<file path="src/rtl/motor_commutation_pkg.sv">
// Constants for the brushless motor commutation and tachometer core.
// Assumes a single 20 MHz clock and synchronous inputs.
package motor_commutation_pkg;
    localparam int unsigned CLOCK_HZ          = 20_000_000;
    // Default tachometer on time in ns (programmable at the port)
    localparam int unsigned TACH_ON_NS        = 25_000;
    localparam int unsigned TACH_ON_CYCLES    =
        (TACH_ON_NS * (CLOCK_HZ / 1_000_000) + 999) / 1000;
    localparam int unsigned TACH_WIDTH        = 16;
    // Triangle counter limits stand in for the 2.5 V and 7.5 V levels
    localparam int unsigned RAMP_WIDTH        = 12;
    localparam logic [11:0] RAMP_LOW          = 12'h000;
    localparam logic [11:0] RAMP_HIGH_DEFAULT = 12'h3E7;
    // Reset values
    localparam logic [2:0]  SENSOR_RESET      = 3'h0;
    localparam logic        DIR_RESET         = 1'b0;

    typedef enum logic [1:0] {
        RAMP_RISE,
        RAMP_FALL
    } ramp_phase_t;
endpackage

</file>
<file path="src/rtl/bldc_commutation_tach_logic.sv">
// Commutation decoder, inhibits, PWM gating, direction, tachometer and
// triangle oscillator of a three-phase brushless motor controller.
// Assumes all inputs are already synchronous to I_CLOCK.
`timescale 1ns/1ns

// Summary of operation
// - Brake: high sides off, low sides on while PWM compare is on
// - Tachometer keeps running during brake
// - Brake low sides inhibited only by listed causes
// - Coast turns all six commands off
// - Direction input selects decode order
// - Classify next sensor state as cw/ccw
// - Motoring direction output equals direction input after a forward step, its inverse after a backward step
// - Quad low: PWM gates low side only
// - Quad high: PWM gates both sides
// - Supply lockout holds all commands off
// - Any sensor edge triggers tachometer pulse
// - Edge during pulse restarts its timing
// - Pulse width fixed and programmable
// - Triangle ramps between lower and upper limits
// - Sync rising edge forces falling phase
module bldc_commutation_tach_logic
    import motor_commutation_pkg::*;
#(
    parameter int unsigned TACH_CYCLES_DEFAULT = TACH_ON_CYCLES
) (
    input  wire logic                  I_CLOCK,
    input  wire logic                  I_SRST,
    input  wire logic                  I_ROTOR_SENSOR_A,
    input  wire logic                  I_ROTOR_SENSOR_B,
    input  wire logic                  I_ROTOR_SENSOR_C,
    input  wire logic                  I_DIRECTION_CMD,
    input  wire logic                  I_BRAKE,
    input  wire logic                  I_COAST,
    input  wire logic                  I_QUAD_SELECT,
    input  wire logic                  I_SUPPLY_LOW_LOCKOUT,
    input  wire logic                  I_OVERCURRENT_TRIP,
    input  wire logic                  I_PWM_COMPARE_ON,
    input  wire logic                  I_OSCILLATOR_ALIGN_PULSE,
    input  wire logic [TACH_WIDTH-1:0] I_TACH_ON_CYCLES,
    input  wire logic [RAMP_WIDTH-1:0] I_RAMP_HIGH,
    output logic                       O_HIGH_SIDE_DRIVE_A,
    output logic                       O_HIGH_SIDE_DRIVE_B,
    output logic                       O_HIGH_SIDE_DRIVE_C,
    output logic                       O_LOW_SIDE_DRIVE_A,
    output logic                       O_LOW_SIDE_DRIVE_B,
    output logic                       O_LOW_SIDE_DRIVE_C,
    output logic                       O_DIRECTION_ACTUAL,
    output logic                       O_SPEED_PULSE_OUT,
    output logic [RAMP_WIDTH-1:0]      O_RAMP_LEVEL,
    output logic                       O_RAMP_FALLING
);

    // Step index 0..5 of a sensor code in forward order, 7 if invalid
    function automatic logic [2:0] step_of(input logic [2:0] code);
        unique case (code)
            3'h5:    step_of = 3'h0;
            3'h4:    step_of = 3'h1;
            3'h6:    step_of = 3'h2;
            3'h2:    step_of = 3'h3;
            3'h3:    step_of = 3'h4;
            3'h1:    step_of = 3'h5;
            default: step_of = 3'h7;
        endcase
    endfunction

    function automatic logic [2:0] step_next(input logic [2:0] s);
        step_next = (s == 3'h5) ? 3'h0 : 3'(s + 3'h1);
    endfunction

    logic [2:0]            sensors;
    logic [2:0]            last_sensors;
    logic                  sensors_primed;
    logic [2:0]            step;
    logic [2:0]            last_step;
    logic                  valid;
    logic [2:0]            hi_sel;
    logic [2:0]            lo_sel;
    logic                  inhibit_all;
    logic                  hi_pwm_gate;
    logic [2:0]            hi_cmd;
    logic [2:0]            lo_cmd;
    logic                  sensor_edge;
    logic                  went_forward;
    logic                  went_back;
    logic [TACH_WIDTH-1:0] tach_count;
    logic                  sync_last;
    logic                  sync_rise;
    ramp_phase_t           phase;
    logic [RAMP_WIDTH-1:0] ramp;

    assign sensors = {I_ROTOR_SENSOR_A, I_ROTOR_SENSOR_B, I_ROTOR_SENSOR_C};
    assign step    = step_of(sensors);
    assign valid   = (step != 3'h7);

    // one high one low
    // Forward: high phase advances A,A,B,B,C,C; reverse swaps hi and lo
    logic [2:0] fwd_hi;
    logic [2:0] fwd_lo;
    assign fwd_hi = (step == 3'h0 || step == 3'h1) ? 3'h4 :
                    (step == 3'h2 || step == 3'h3) ? 3'h2 : 3'h1;
    assign fwd_lo = (step == 3'h0 || step == 3'h5) ? 3'h2 :
                    (step == 3'h1 || step == 3'h2) ? 3'h1 : 3'h4;
    assign hi_sel = I_DIRECTION_CMD ? fwd_hi : fwd_lo;
    assign lo_sel = I_DIRECTION_CMD ? fwd_lo : fwd_hi;

    assign inhibit_all = I_SUPPLY_LOW_LOCKOUT | I_COAST |
                         I_OVERCURRENT_TRIP;
    assign hi_pwm_gate = I_QUAD_SELECT ? I_PWM_COMPARE_ON : 1'b1;

    assign hi_cmd = (inhibit_all | I_BRAKE | !valid) ? 3'h0 :
                    (hi_pwm_gate ? hi_sel : 3'h0);
    assign lo_cmd = (inhibit_all | !I_PWM_COMPARE_ON) ? 3'h0 :
                    I_BRAKE ? 3'h7 :
                    (valid ? lo_sel : 3'h0);

    always_ff @(posedge I_CLOCK) begin
        if (I_SRST) begin
            {O_HIGH_SIDE_DRIVE_A, O_HIGH_SIDE_DRIVE_B,
             O_HIGH_SIDE_DRIVE_C} <= 3'h0;
            {O_LOW_SIDE_DRIVE_A, O_LOW_SIDE_DRIVE_B,
             O_LOW_SIDE_DRIVE_C} <= 3'h0;
        end else begin
            {O_HIGH_SIDE_DRIVE_A, O_HIGH_SIDE_DRIVE_B,
             O_HIGH_SIDE_DRIVE_C} <= hi_cmd;
            {O_LOW_SIDE_DRIVE_A, O_LOW_SIDE_DRIVE_B,
             O_LOW_SIDE_DRIVE_C} <= lo_cmd;
        end
    end

    assign sensor_edge  = sensors_primed && (sensors != last_sensors);
    assign last_step    = step_of(last_sensors);
    assign went_forward = sensor_edge && valid && last_step != 3'h7 &&
                          step == step_next(last_step);
    assign went_back    = sensor_edge && valid && last_step != 3'h7 &&
                          last_step == step_next(step);

    always_ff @(posedge I_CLOCK) begin
        if (I_SRST) begin
            last_sensors   <= SENSOR_RESET;
            sensors_primed <= 1'b0;
            O_DIRECTION_ACTUAL <= DIR_RESET;
        end else begin
            last_sensors   <= sensors;
            sensors_primed <= 1'b1;
            if (went_forward)
                O_DIRECTION_ACTUAL <= I_DIRECTION_CMD;
            else if (went_back)
                O_DIRECTION_ACTUAL <= !I_DIRECTION_CMD;
        end
    end

    always_ff @(posedge I_CLOCK) begin
        if (I_SRST)
            tach_count <= '0;
        else if (sensor_edge)
            tach_count <= (I_TACH_ON_CYCLES == '0) ? TACH_WIDTH'(1) :
                          I_TACH_ON_CYCLES;
        else if (tach_count != '0)
            tach_count <= tach_count - TACH_WIDTH'(1);
    end
    assign O_SPEED_PULSE_OUT = (tach_count != '0);

    assign sync_rise = I_OSCILLATOR_ALIGN_PULSE & ~sync_last;

    always_ff @(posedge I_CLOCK) begin
        if (I_SRST) begin
            sync_last <= 1'b0;
            phase     <= RAMP_RISE;
            ramp      <= RAMP_LOW;
        end else begin
            sync_last <= I_OSCILLATOR_ALIGN_PULSE;
            if (sync_rise) begin
                phase <= RAMP_FALL;
                if (ramp != RAMP_LOW)
                    ramp <= ramp - RAMP_WIDTH'(1);
            end else begin
                unique case (phase)
                    RAMP_RISE: begin
                        if (ramp >= I_RAMP_HIGH)
                            phase <= RAMP_FALL;
                        else
                            ramp <= ramp + RAMP_WIDTH'(1);
                    end
                    RAMP_FALL: begin
                        if (ramp == RAMP_LOW)
                            phase <= RAMP_RISE;
                        else
                            ramp <= ramp - RAMP_WIDTH'(1);
                    end
                endcase
            end
        end
    end
    assign O_RAMP_LEVEL   = ramp;
    assign O_RAMP_FALLING = (phase == RAMP_FALL);

    brake_drive_a: assert property (@(posedge I_CLOCK) disable iff (I_SRST)
        I_BRAKE && !inhibit_all && I_PWM_COMPARE_ON |=>
        {O_HIGH_SIDE_DRIVE_A, O_HIGH_SIDE_DRIVE_B, O_HIGH_SIDE_DRIVE_C,
         O_LOW_SIDE_DRIVE_A, O_LOW_SIDE_DRIVE_B, O_LOW_SIDE_DRIVE_C}
        == 6'h07)
        else $error("brake drive wrong");
    coast_off_a: assert property (@(posedge I_CLOCK) disable iff (I_SRST)
        I_COAST || I_SUPPLY_LOW_LOCKOUT |=>
        {O_HIGH_SIDE_DRIVE_A, O_HIGH_SIDE_DRIVE_B, O_HIGH_SIDE_DRIVE_C,
         O_LOW_SIDE_DRIVE_A, O_LOW_SIDE_DRIVE_B, O_LOW_SIDE_DRIVE_C}
        == 6'h00)
        else $error("coast or lockout not off");
    invalid_off_a: assert property (@(posedge I_CLOCK) disable iff (I_SRST)
        !valid && !I_BRAKE |=> {O_HIGH_SIDE_DRIVE_A, O_HIGH_SIDE_DRIVE_B,
        O_HIGH_SIDE_DRIVE_C, O_LOW_SIDE_DRIVE_A, O_LOW_SIDE_DRIVE_B,
        O_LOW_SIDE_DRIVE_C} == 6'h00)
        else $error("invalid code drives");
    one_pair_a: assert property (@(posedge I_CLOCK) disable iff (I_SRST)
        valid && !I_BRAKE && !inhibit_all && I_PWM_COMPARE_ON |->
        $onehot(hi_cmd) && $onehot(lo_cmd) && (hi_cmd & lo_cmd) == 3'h0)
        else $error("bad phase pair");
    quad_two_a: assert property (@(posedge I_CLOCK) disable iff (I_SRST)
        valid && !I_BRAKE && !inhibit_all && !I_QUAD_SELECT &&
        !I_PWM_COMPARE_ON |=>
        $onehot({O_HIGH_SIDE_DRIVE_A, O_HIGH_SIDE_DRIVE_B,
                 O_HIGH_SIDE_DRIVE_C}) &&
        {O_LOW_SIDE_DRIVE_A, O_LOW_SIDE_DRIVE_B, O_LOW_SIDE_DRIVE_C}
        == 3'h0)
        else $error("high side chopped in two-quadrant");
    quad_four_a: assert property (@(posedge I_CLOCK) disable iff (I_SRST)
        I_QUAD_SELECT && !I_PWM_COMPARE_ON |-> hi_cmd == 3'h0 &&
        lo_cmd == 3'h0)
        else $error("four-quadrant gating wrong");
    tach_start_a: assert property (@(posedge I_CLOCK) disable iff (I_SRST)
        sensor_edge && I_TACH_ON_CYCLES > 16'h0001 |=>
        O_SPEED_PULSE_OUT [*2])
        else $error("tach pulse missing");
    tach_width_a: assert property (@(posedge I_CLOCK) disable iff (I_SRST)
        sensor_edge |=> tach_count == (($past(I_TACH_ON_CYCLES) == '0) ?
        TACH_WIDTH'(1) : $past(I_TACH_ON_CYCLES)))
        else $error("tach width not reloaded");
    motor_dir_a: assert property (@(posedge I_CLOCK) disable iff (I_SRST)
        went_forward |=> O_DIRECTION_ACTUAL == $past(I_DIRECTION_CMD))
        else $error("direction output wrong");
    sync_fall_a: assert property (@(posedge I_CLOCK) disable iff (I_SRST)
        sync_rise |=> phase == RAMP_FALL)
        else $error("sync did not force fall");
    ramp_bound_a: assert property (@(posedge I_CLOCK) disable iff (I_SRST)
        phase == RAMP_RISE && ramp < I_RAMP_HIGH && !sync_rise |=>
        ramp == $past(ramp) + RAMP_WIDTH'(1))
        else $error("ramp not rising");

endmodule

</file>
<file path="config.mk">
export PLATFORM = sky130hd
export DESIGN_NAME = bldc_commutation_tach_logic
export DESIGN_NICKNAME = d
export VERILOG_FILES = /design/src/rtl/motor_commutation_pkg.sv /design/src/rtl/bldc_commutation_tach_logic.sv
export SDC_FILE = /design/constraint.sdc
export NUM_CORES = 1
export LEC_CHECK = 0
export BUFFER_PORTS_ARGS = -buffer_cell sky130_fd_sc_hd__buf_4
export CORE_UTILIZATION = 30
export CTS_CLUSTER_SIZE = 30
export DETAILED_ROUTE_END_ITERATION = 8
export PLACE_DENSITY = 0.5
export SETUP_SLACK_MARGIN = 0.3
export SLEW_MARGIN = 15
export SYNTH_ARGS = -nofsm -noshare
export SYNTH_HDL_FRONTEND = slang
export SYNTH_SLANG_ARGS = --single-unit
export TNS_END_PERCENT = 20
</file>
<file path="constraint.sdc">
create_clock -name I_CLOCK -period 7.6 [get_ports I_CLOCK]
set_clock_uncertainty 0.05 [all_clocks]
set_input_delay 0.38 -clock I_CLOCK [delete_from_list [all_inputs] [get_ports I_CLOCK]]
set_output_delay 0.38 -clock I_CLOCK [all_outputs]
set_load 0.05 [all_outputs]
</file>
# Yosys cells after proc, flatten, opt, wreduce, memory -nomap -nowiden

Index checks and enable logic that the tools add are counted.

Flip-flop bits (word level): 42
Output and inout bits: 21
Logic and storage cells: 112

$lt $le $gt $ge: 1
Equal/unequal tests: 30
Bitwise operators: 8
Add/subtract/negate cells: 5
Muxes and demuxes: 28
Reduce and logical (&&, ||, !) cells: 26

Operator list:

| operator              | number |
|---|---|
| $mux 12               | 4 |
| $mux 16               | 3 |
| $pmux 3 s6            | 2 |
| $mux 3                | 9 |
| $eq 3x3->1 const B    | 8 |
| $pmux 12 s2           | 1 |
| $eq 3x2->1 const B    | 6 |
| $logic_not 16->1      | 1 |
| $reduce_bool 16->1    | 1 |
| $sub 16x1->16 const B | 1 |
| $ne 3x3->1 const B    | 5 |
| $add 12x1->12 const B | 1 |
| $ge 12x12->1          | 1 |
| $logic_not 12->1      | 1 |
| $reduce_bool 12->1    | 1 |
| $sub 12x1->12 const B | 1 |
| $eq 3x1->1 const B    | 3 |
| $add 3x1->3 const B   | 2 |
| $eq 3x3->1            | 2 |
| $mux 2                | 3 |
| $logic_and 1x1->1     | 5 |
| $mux 1                | 5 |
| $or 1x1->1            | 5 |
| $logic_or 1x1->1      | 4 |
| 16 further kinds      | 23 |

# Logic depth before layout (Yosys ltp)

Depth after elaboration: 9
Mapped depth: 11
Gate-level depth less buffers: 10

# Worst setup path before layout

No wires, ideal clock.

Kind: reg2reg
Start: register ramp[0] (netlist: O_RAMP_LEVEL[0])
End: register ramp[2] (netlist: O_RAMP_LEVEL[2])
Stages on the path, launching flop included: 9
Buffers on the path: 0
Clock period less this slack: 2,882 ps
Path slack: 4,718 ps
Data arrival time: 2,762 ps
Cells stage by stage: dfxtp_1 -> inv_1 -> ha_1 -> nand2b_1 -> a2111oi_0 -> nor3_1 -> o21a_4 -> or3_2 -> a21oi_1

Longest elaborated chain between the ends: 4

Ends and longest elaborated chain:

| what                                                  | RTL line                                                                                                   | source |
|---|---|---|
| start, declared                                       | bldc_commutation_tach_logic.sv:90                                                                          | `logic [RAMP_WIDTH-1:0] ramp;` |
| start signal, assigned                                | bldc_commutation_tach_logic.sv:176                                                                         | `ramp <= ramp - RAMP_WIDTH'(1);` |
| start signal, assigned                                | bldc_commutation_tach_logic.sv:183                                                                         | `ramp <= ramp + RAMP_WIDTH'(1);` |
| start signal, assigned                                | bldc_commutation_tach_logic.sv:189                                                                         | `ramp <= ramp - RAMP_WIDTH'(1);` |
| $sub 12x1->12 / $add 12x1->12 (equally long branches) | bldc_commutation_tach_logic.sv:176, bldc_commutation_tach_logic.sv:189, bldc_commutation_tach_logic.sv:183 |  |
| $mux 12, on equally long branches                     | bldc_commutation_tach_logic.sv:186, bldc_commutation_tach_logic.sv:180                                     |  |
| $pmux 12 s2                                           | bldc_commutation_tach_logic.sv:178                                                                         | `unique case (phase)` |
| $mux 12                                               | bldc_commutation_tach_logic.sv:173                                                                         | `if (sync_rise) begin` |

Several ways; a longest one is shown, not always the timed one. The select of a mux whose other input is x is not followed.
A chain may end at the register's enable or synchronous reset.

# Final worst setup path

Start: register tach_count[10]
End: output port O_SPEED_PULSE_OUT

Longest elaborated chain between the ends: 1

Ends and longest elaborated chain:

| what                   | RTL line                           | source |
|---|---|---|
| start, declared        | bldc_commutation_tach_logic.sv:86  | `logic [TACH_WIDTH-1:0] tach_count;` |
| start signal, assigned | bldc_commutation_tach_logic.sv:157 | `tach_count <= (I_TACH_ON_CYCLES == '0) ? TACH_WIDTH'(1) :` |
| start signal, assigned | bldc_commutation_tach_logic.sv:160 | `tach_count <= tach_count - TACH_WIDTH'(1);` |
| $reduce_bool 16->1     | bldc_commutation_tach_logic.sv:162 | `assign O_SPEED_PULSE_OUT = (tach_count != '0);` |
| end, declared          | bldc_commutation_tach_logic.sv:49  | `output logic O_SPEED_PULSE_OUT,` |

No other way between the ends.

==> summary.txt <==
Logic synthesis
  – Syn Nets: 424
  – Synthesized cell area: 2880 um2
  – Sequential share of the synthesized area: 28.5%
  – Most numerous cell in the Yosys netlist: dfxtp_1
  – Synth cell count leaders: dfxtp_1 (41), nor2_1 (39), a21oi_1 (35)
  – Primary FF master, synth: dfxtp_1
  – Post-synthesis async set-or-reset flop share: 0%
  – Leading area contributor after synthesis: dfxtp_1
  – Synth top area share: 28.5%
  – Netlist cell types: 65
  – Top cells by area, synth: dfxtp_1 (28%), ha_1 (8.3%), a21oi_1 (6.1%), nor2_1 (5.1%), xor2_1 (3.0%)
  – Synth warn: 0
  – Post-synth EDFFs: 0
  – Cells after synthesis: 364
  – Synth Register Bits: 41
  – Syn avg cell area: 7.91 um2

Finish
  – Nets: 475
  – Share of layout cells above drive strength 1: 20.9%
  – Core Util, Final: 37.9%
  – Area delta synth->final: 22.2%
  – FILL cells: 1001
  – Antenna cells: 0

Timing
  – Final hold viol count: 0
  – Rel. slew slack: 45.6%
  – Final period util: 36.5%
  – RSZ-0062 raised after global routing: no
  – Final-report setup violation count: 0
  – Max Clk Rate: 361 MHz
  – Fin crit period: 2.77 ns
  – Max Slew Vio Count: 0
  – Hold Slack: 0.274 ns
  – Post-route setup TNS: 0 ns
  – Final worst setup slack: 4.83 ns
  – Worst-Margin Slew: 0.813 ns

Clock network
  – CTS max path bufs: 2
  – Clock sinks: 41
  – CTS tree: yes
  – Post-CTS sizing: 0
  – Clock-pin slew on the worst setup and hold paths: 0.09 ns
  – Post-CTS setup buffer count: 0
  – Hold_buf cts: 0
  – Clk Latency, worst-skew pair: 0.29 ns
  – CTS root buffer: clkbuf_8
  – Htree depth: 2
  – TritonCTS buffer count: 5

Worst setup path
  – Crit Path Category: reg2out
  – Setup crit start kind: flip-flop
  – Setup crit end kind: primary output
  – WP data required: 7.17 ns
  – CP Max Fanout: 6
  – Critical Path AT: 2.34 ns

Detailed routing
  – Routed wire per std cell: 13.2 um
  – Drt first pass iters: 4
  – Antenna Nets Post-Route: 0
  – Total wire length: 7.21 mm
  – Drc violations: 0
  – 1st-iter DRT viols: 113
  – Vias/cell: 5.14
  – Vias: 2799

Pwr
  – Net Sw Frac: 45.4%
  – Pwr dens: 312 nW/um2
  – Clock Power Share: 16.8%
  – Sequential fraction of design power: 30.6%
  – Int Pwr: 600 uW
  – Comb power frac: 52.5%
  – P_leak: 0.00150 uW
  – Max IR drop VDD: 0.119 mV
  – P_sw: 498 uW

GRT
  – Total GRT Usage: 15.0%
  – Largest net degree at the start of global routing: 28
  – GRT overflow: 0
  – Antenna violations before repair: 0
  – First-pass GRT wire length: 12.2 mm
  – Vias in the first global route: 2681

Floorplanning
  – DIE AREA: 10000 um2
  – Core Area: 9280 um2
  – Die span in x: 100 um
  – Die Height: 100 um
  – IO Count: 62
  – FP Rows: 35
  – Initial Util: 31.0%

Job
  – Total of max-cap violations: 0

Placement
  – Dpl ws: 4.86 ns
  – IO Port Bufs: 61
  – Final HPWL DP: 5.46 mm
  – GP Congestion: 0.805

Outcome
  – Status: finished clean

Worst hold path
  – HP Class: in2reg
[placed cells by master, fill, tap and decap left out, drive strengths merged, types with 5 or more instances in the layout]
cell type	n
inv	22
buf	62
nand2b	9
o21ai	16
dfxtp	41
a21oi	35
nor2	39
or3	14
xnor2	5
nand3	8
clkbuf	7
xor2	10
nor2b	7
nor3	10
nand2	20
ha	19
nor4	14
a22oi	9
[final cells by class]
cell class	instances	area [um2]	area share, %
Timing Repair Buffer	62	465	13.2
Sequential cell	41	821	23.3
Clock buffer	7	86.3	2.45
Clock inverter	1	30.0	0.853
Inverter	22	82.6	2.35
Tap cell	129	161	4.59
Multi-Input combinational cell	283	1870	53.2
[layer usage]
metal	share of wire (%)	GRT usage (%)	wire length, um
met1	48	19.3	3450
met2	46	25.5	3320
met3	4.5	2.58	324
met4	1.7	5.02	124
met5	0	0	0
[worst paths after layout]
kind	startpoint	to	slack (ns)	cells past startpoint
setup / recovery	tach_count[10]$_SDFFE_PP0P_	O_SPEED_PULSE_OUT	4.83	5
hold / removal	I_OSCILLATOR_ALIGN_PULSE	sync_last$_SDFF_PP0_	0.27	2
setup reg to reg	last_sensors[2]$_SDFF_PP0_	O_DIRECTION_ACTUAL$_SDFFE_PP0P_	4.85	10
hold reg to reg	tach_count[5]$_SDFFE_PP0P_	tach_count[5]$_SDFFE_PP0P_	0.49	2
[cells by family after synthesis]
family                     share of synthesized area, %
muxes                                             0.738
DFF                                                28.5
buffers and inverters                              6.69
AOI/OAI and AO/OA                                  23.0
and+or+nand+nor                                    27.5
xor gates and xnor gates                           4.56
adders and majority gates                          8.95
[critical path, stage by stage, from the launching register on]
cell and delay [ns]:
dfxtp_1 0.35, or4_1 0.57, or3_1 0.38, nor3_2 0.40, inv_2 0.14, buf_4 0.22
[power groups by stage]
stage | registers (uW) | clock network, uW | logic (uW)
after detailed placement | 342 | 0 | 578
after global placement | 343 | 0 | 575
after global routing | 348 | 202 | 639
final | 336 | 185 | 577
after CTS | 337 | 192 | 581
after floorplan | 418 | 0 | 366
[metrics by stage]
stage          std cells  cell area, um2  power [uW]
4_1_cts              545            3520        1110
6_report             545            3520        1100
3_5_place_dp         537            3400         920
5_1_grt              545            3520        1190
3_3_place_gp         537            3400         917
2_1_floorplan        364            2880         784
[sequential cells by signal, summed over array words and instances, names as in the netlist]
signal	count
sensors_primed	1
O_HIGH_SIDE_DRIVE_B	1
O_HIGH_SIDE_DRIVE_C	1
sync_last	1
O_DIRECTION_ACTUAL	1
O_LOW_SIDE_DRIVE_B	1
O_RAMP_LEVEL	12
phase	1
O_HIGH_SIDE_DRIVE_A	1
last_sensors	3
O_LOW_SIDE_DRIVE_A	1
tach_count	16
O_LOW_SIDE_DRIVE_C	1
No activity file was read; power rests on OpenSTA's default activity.
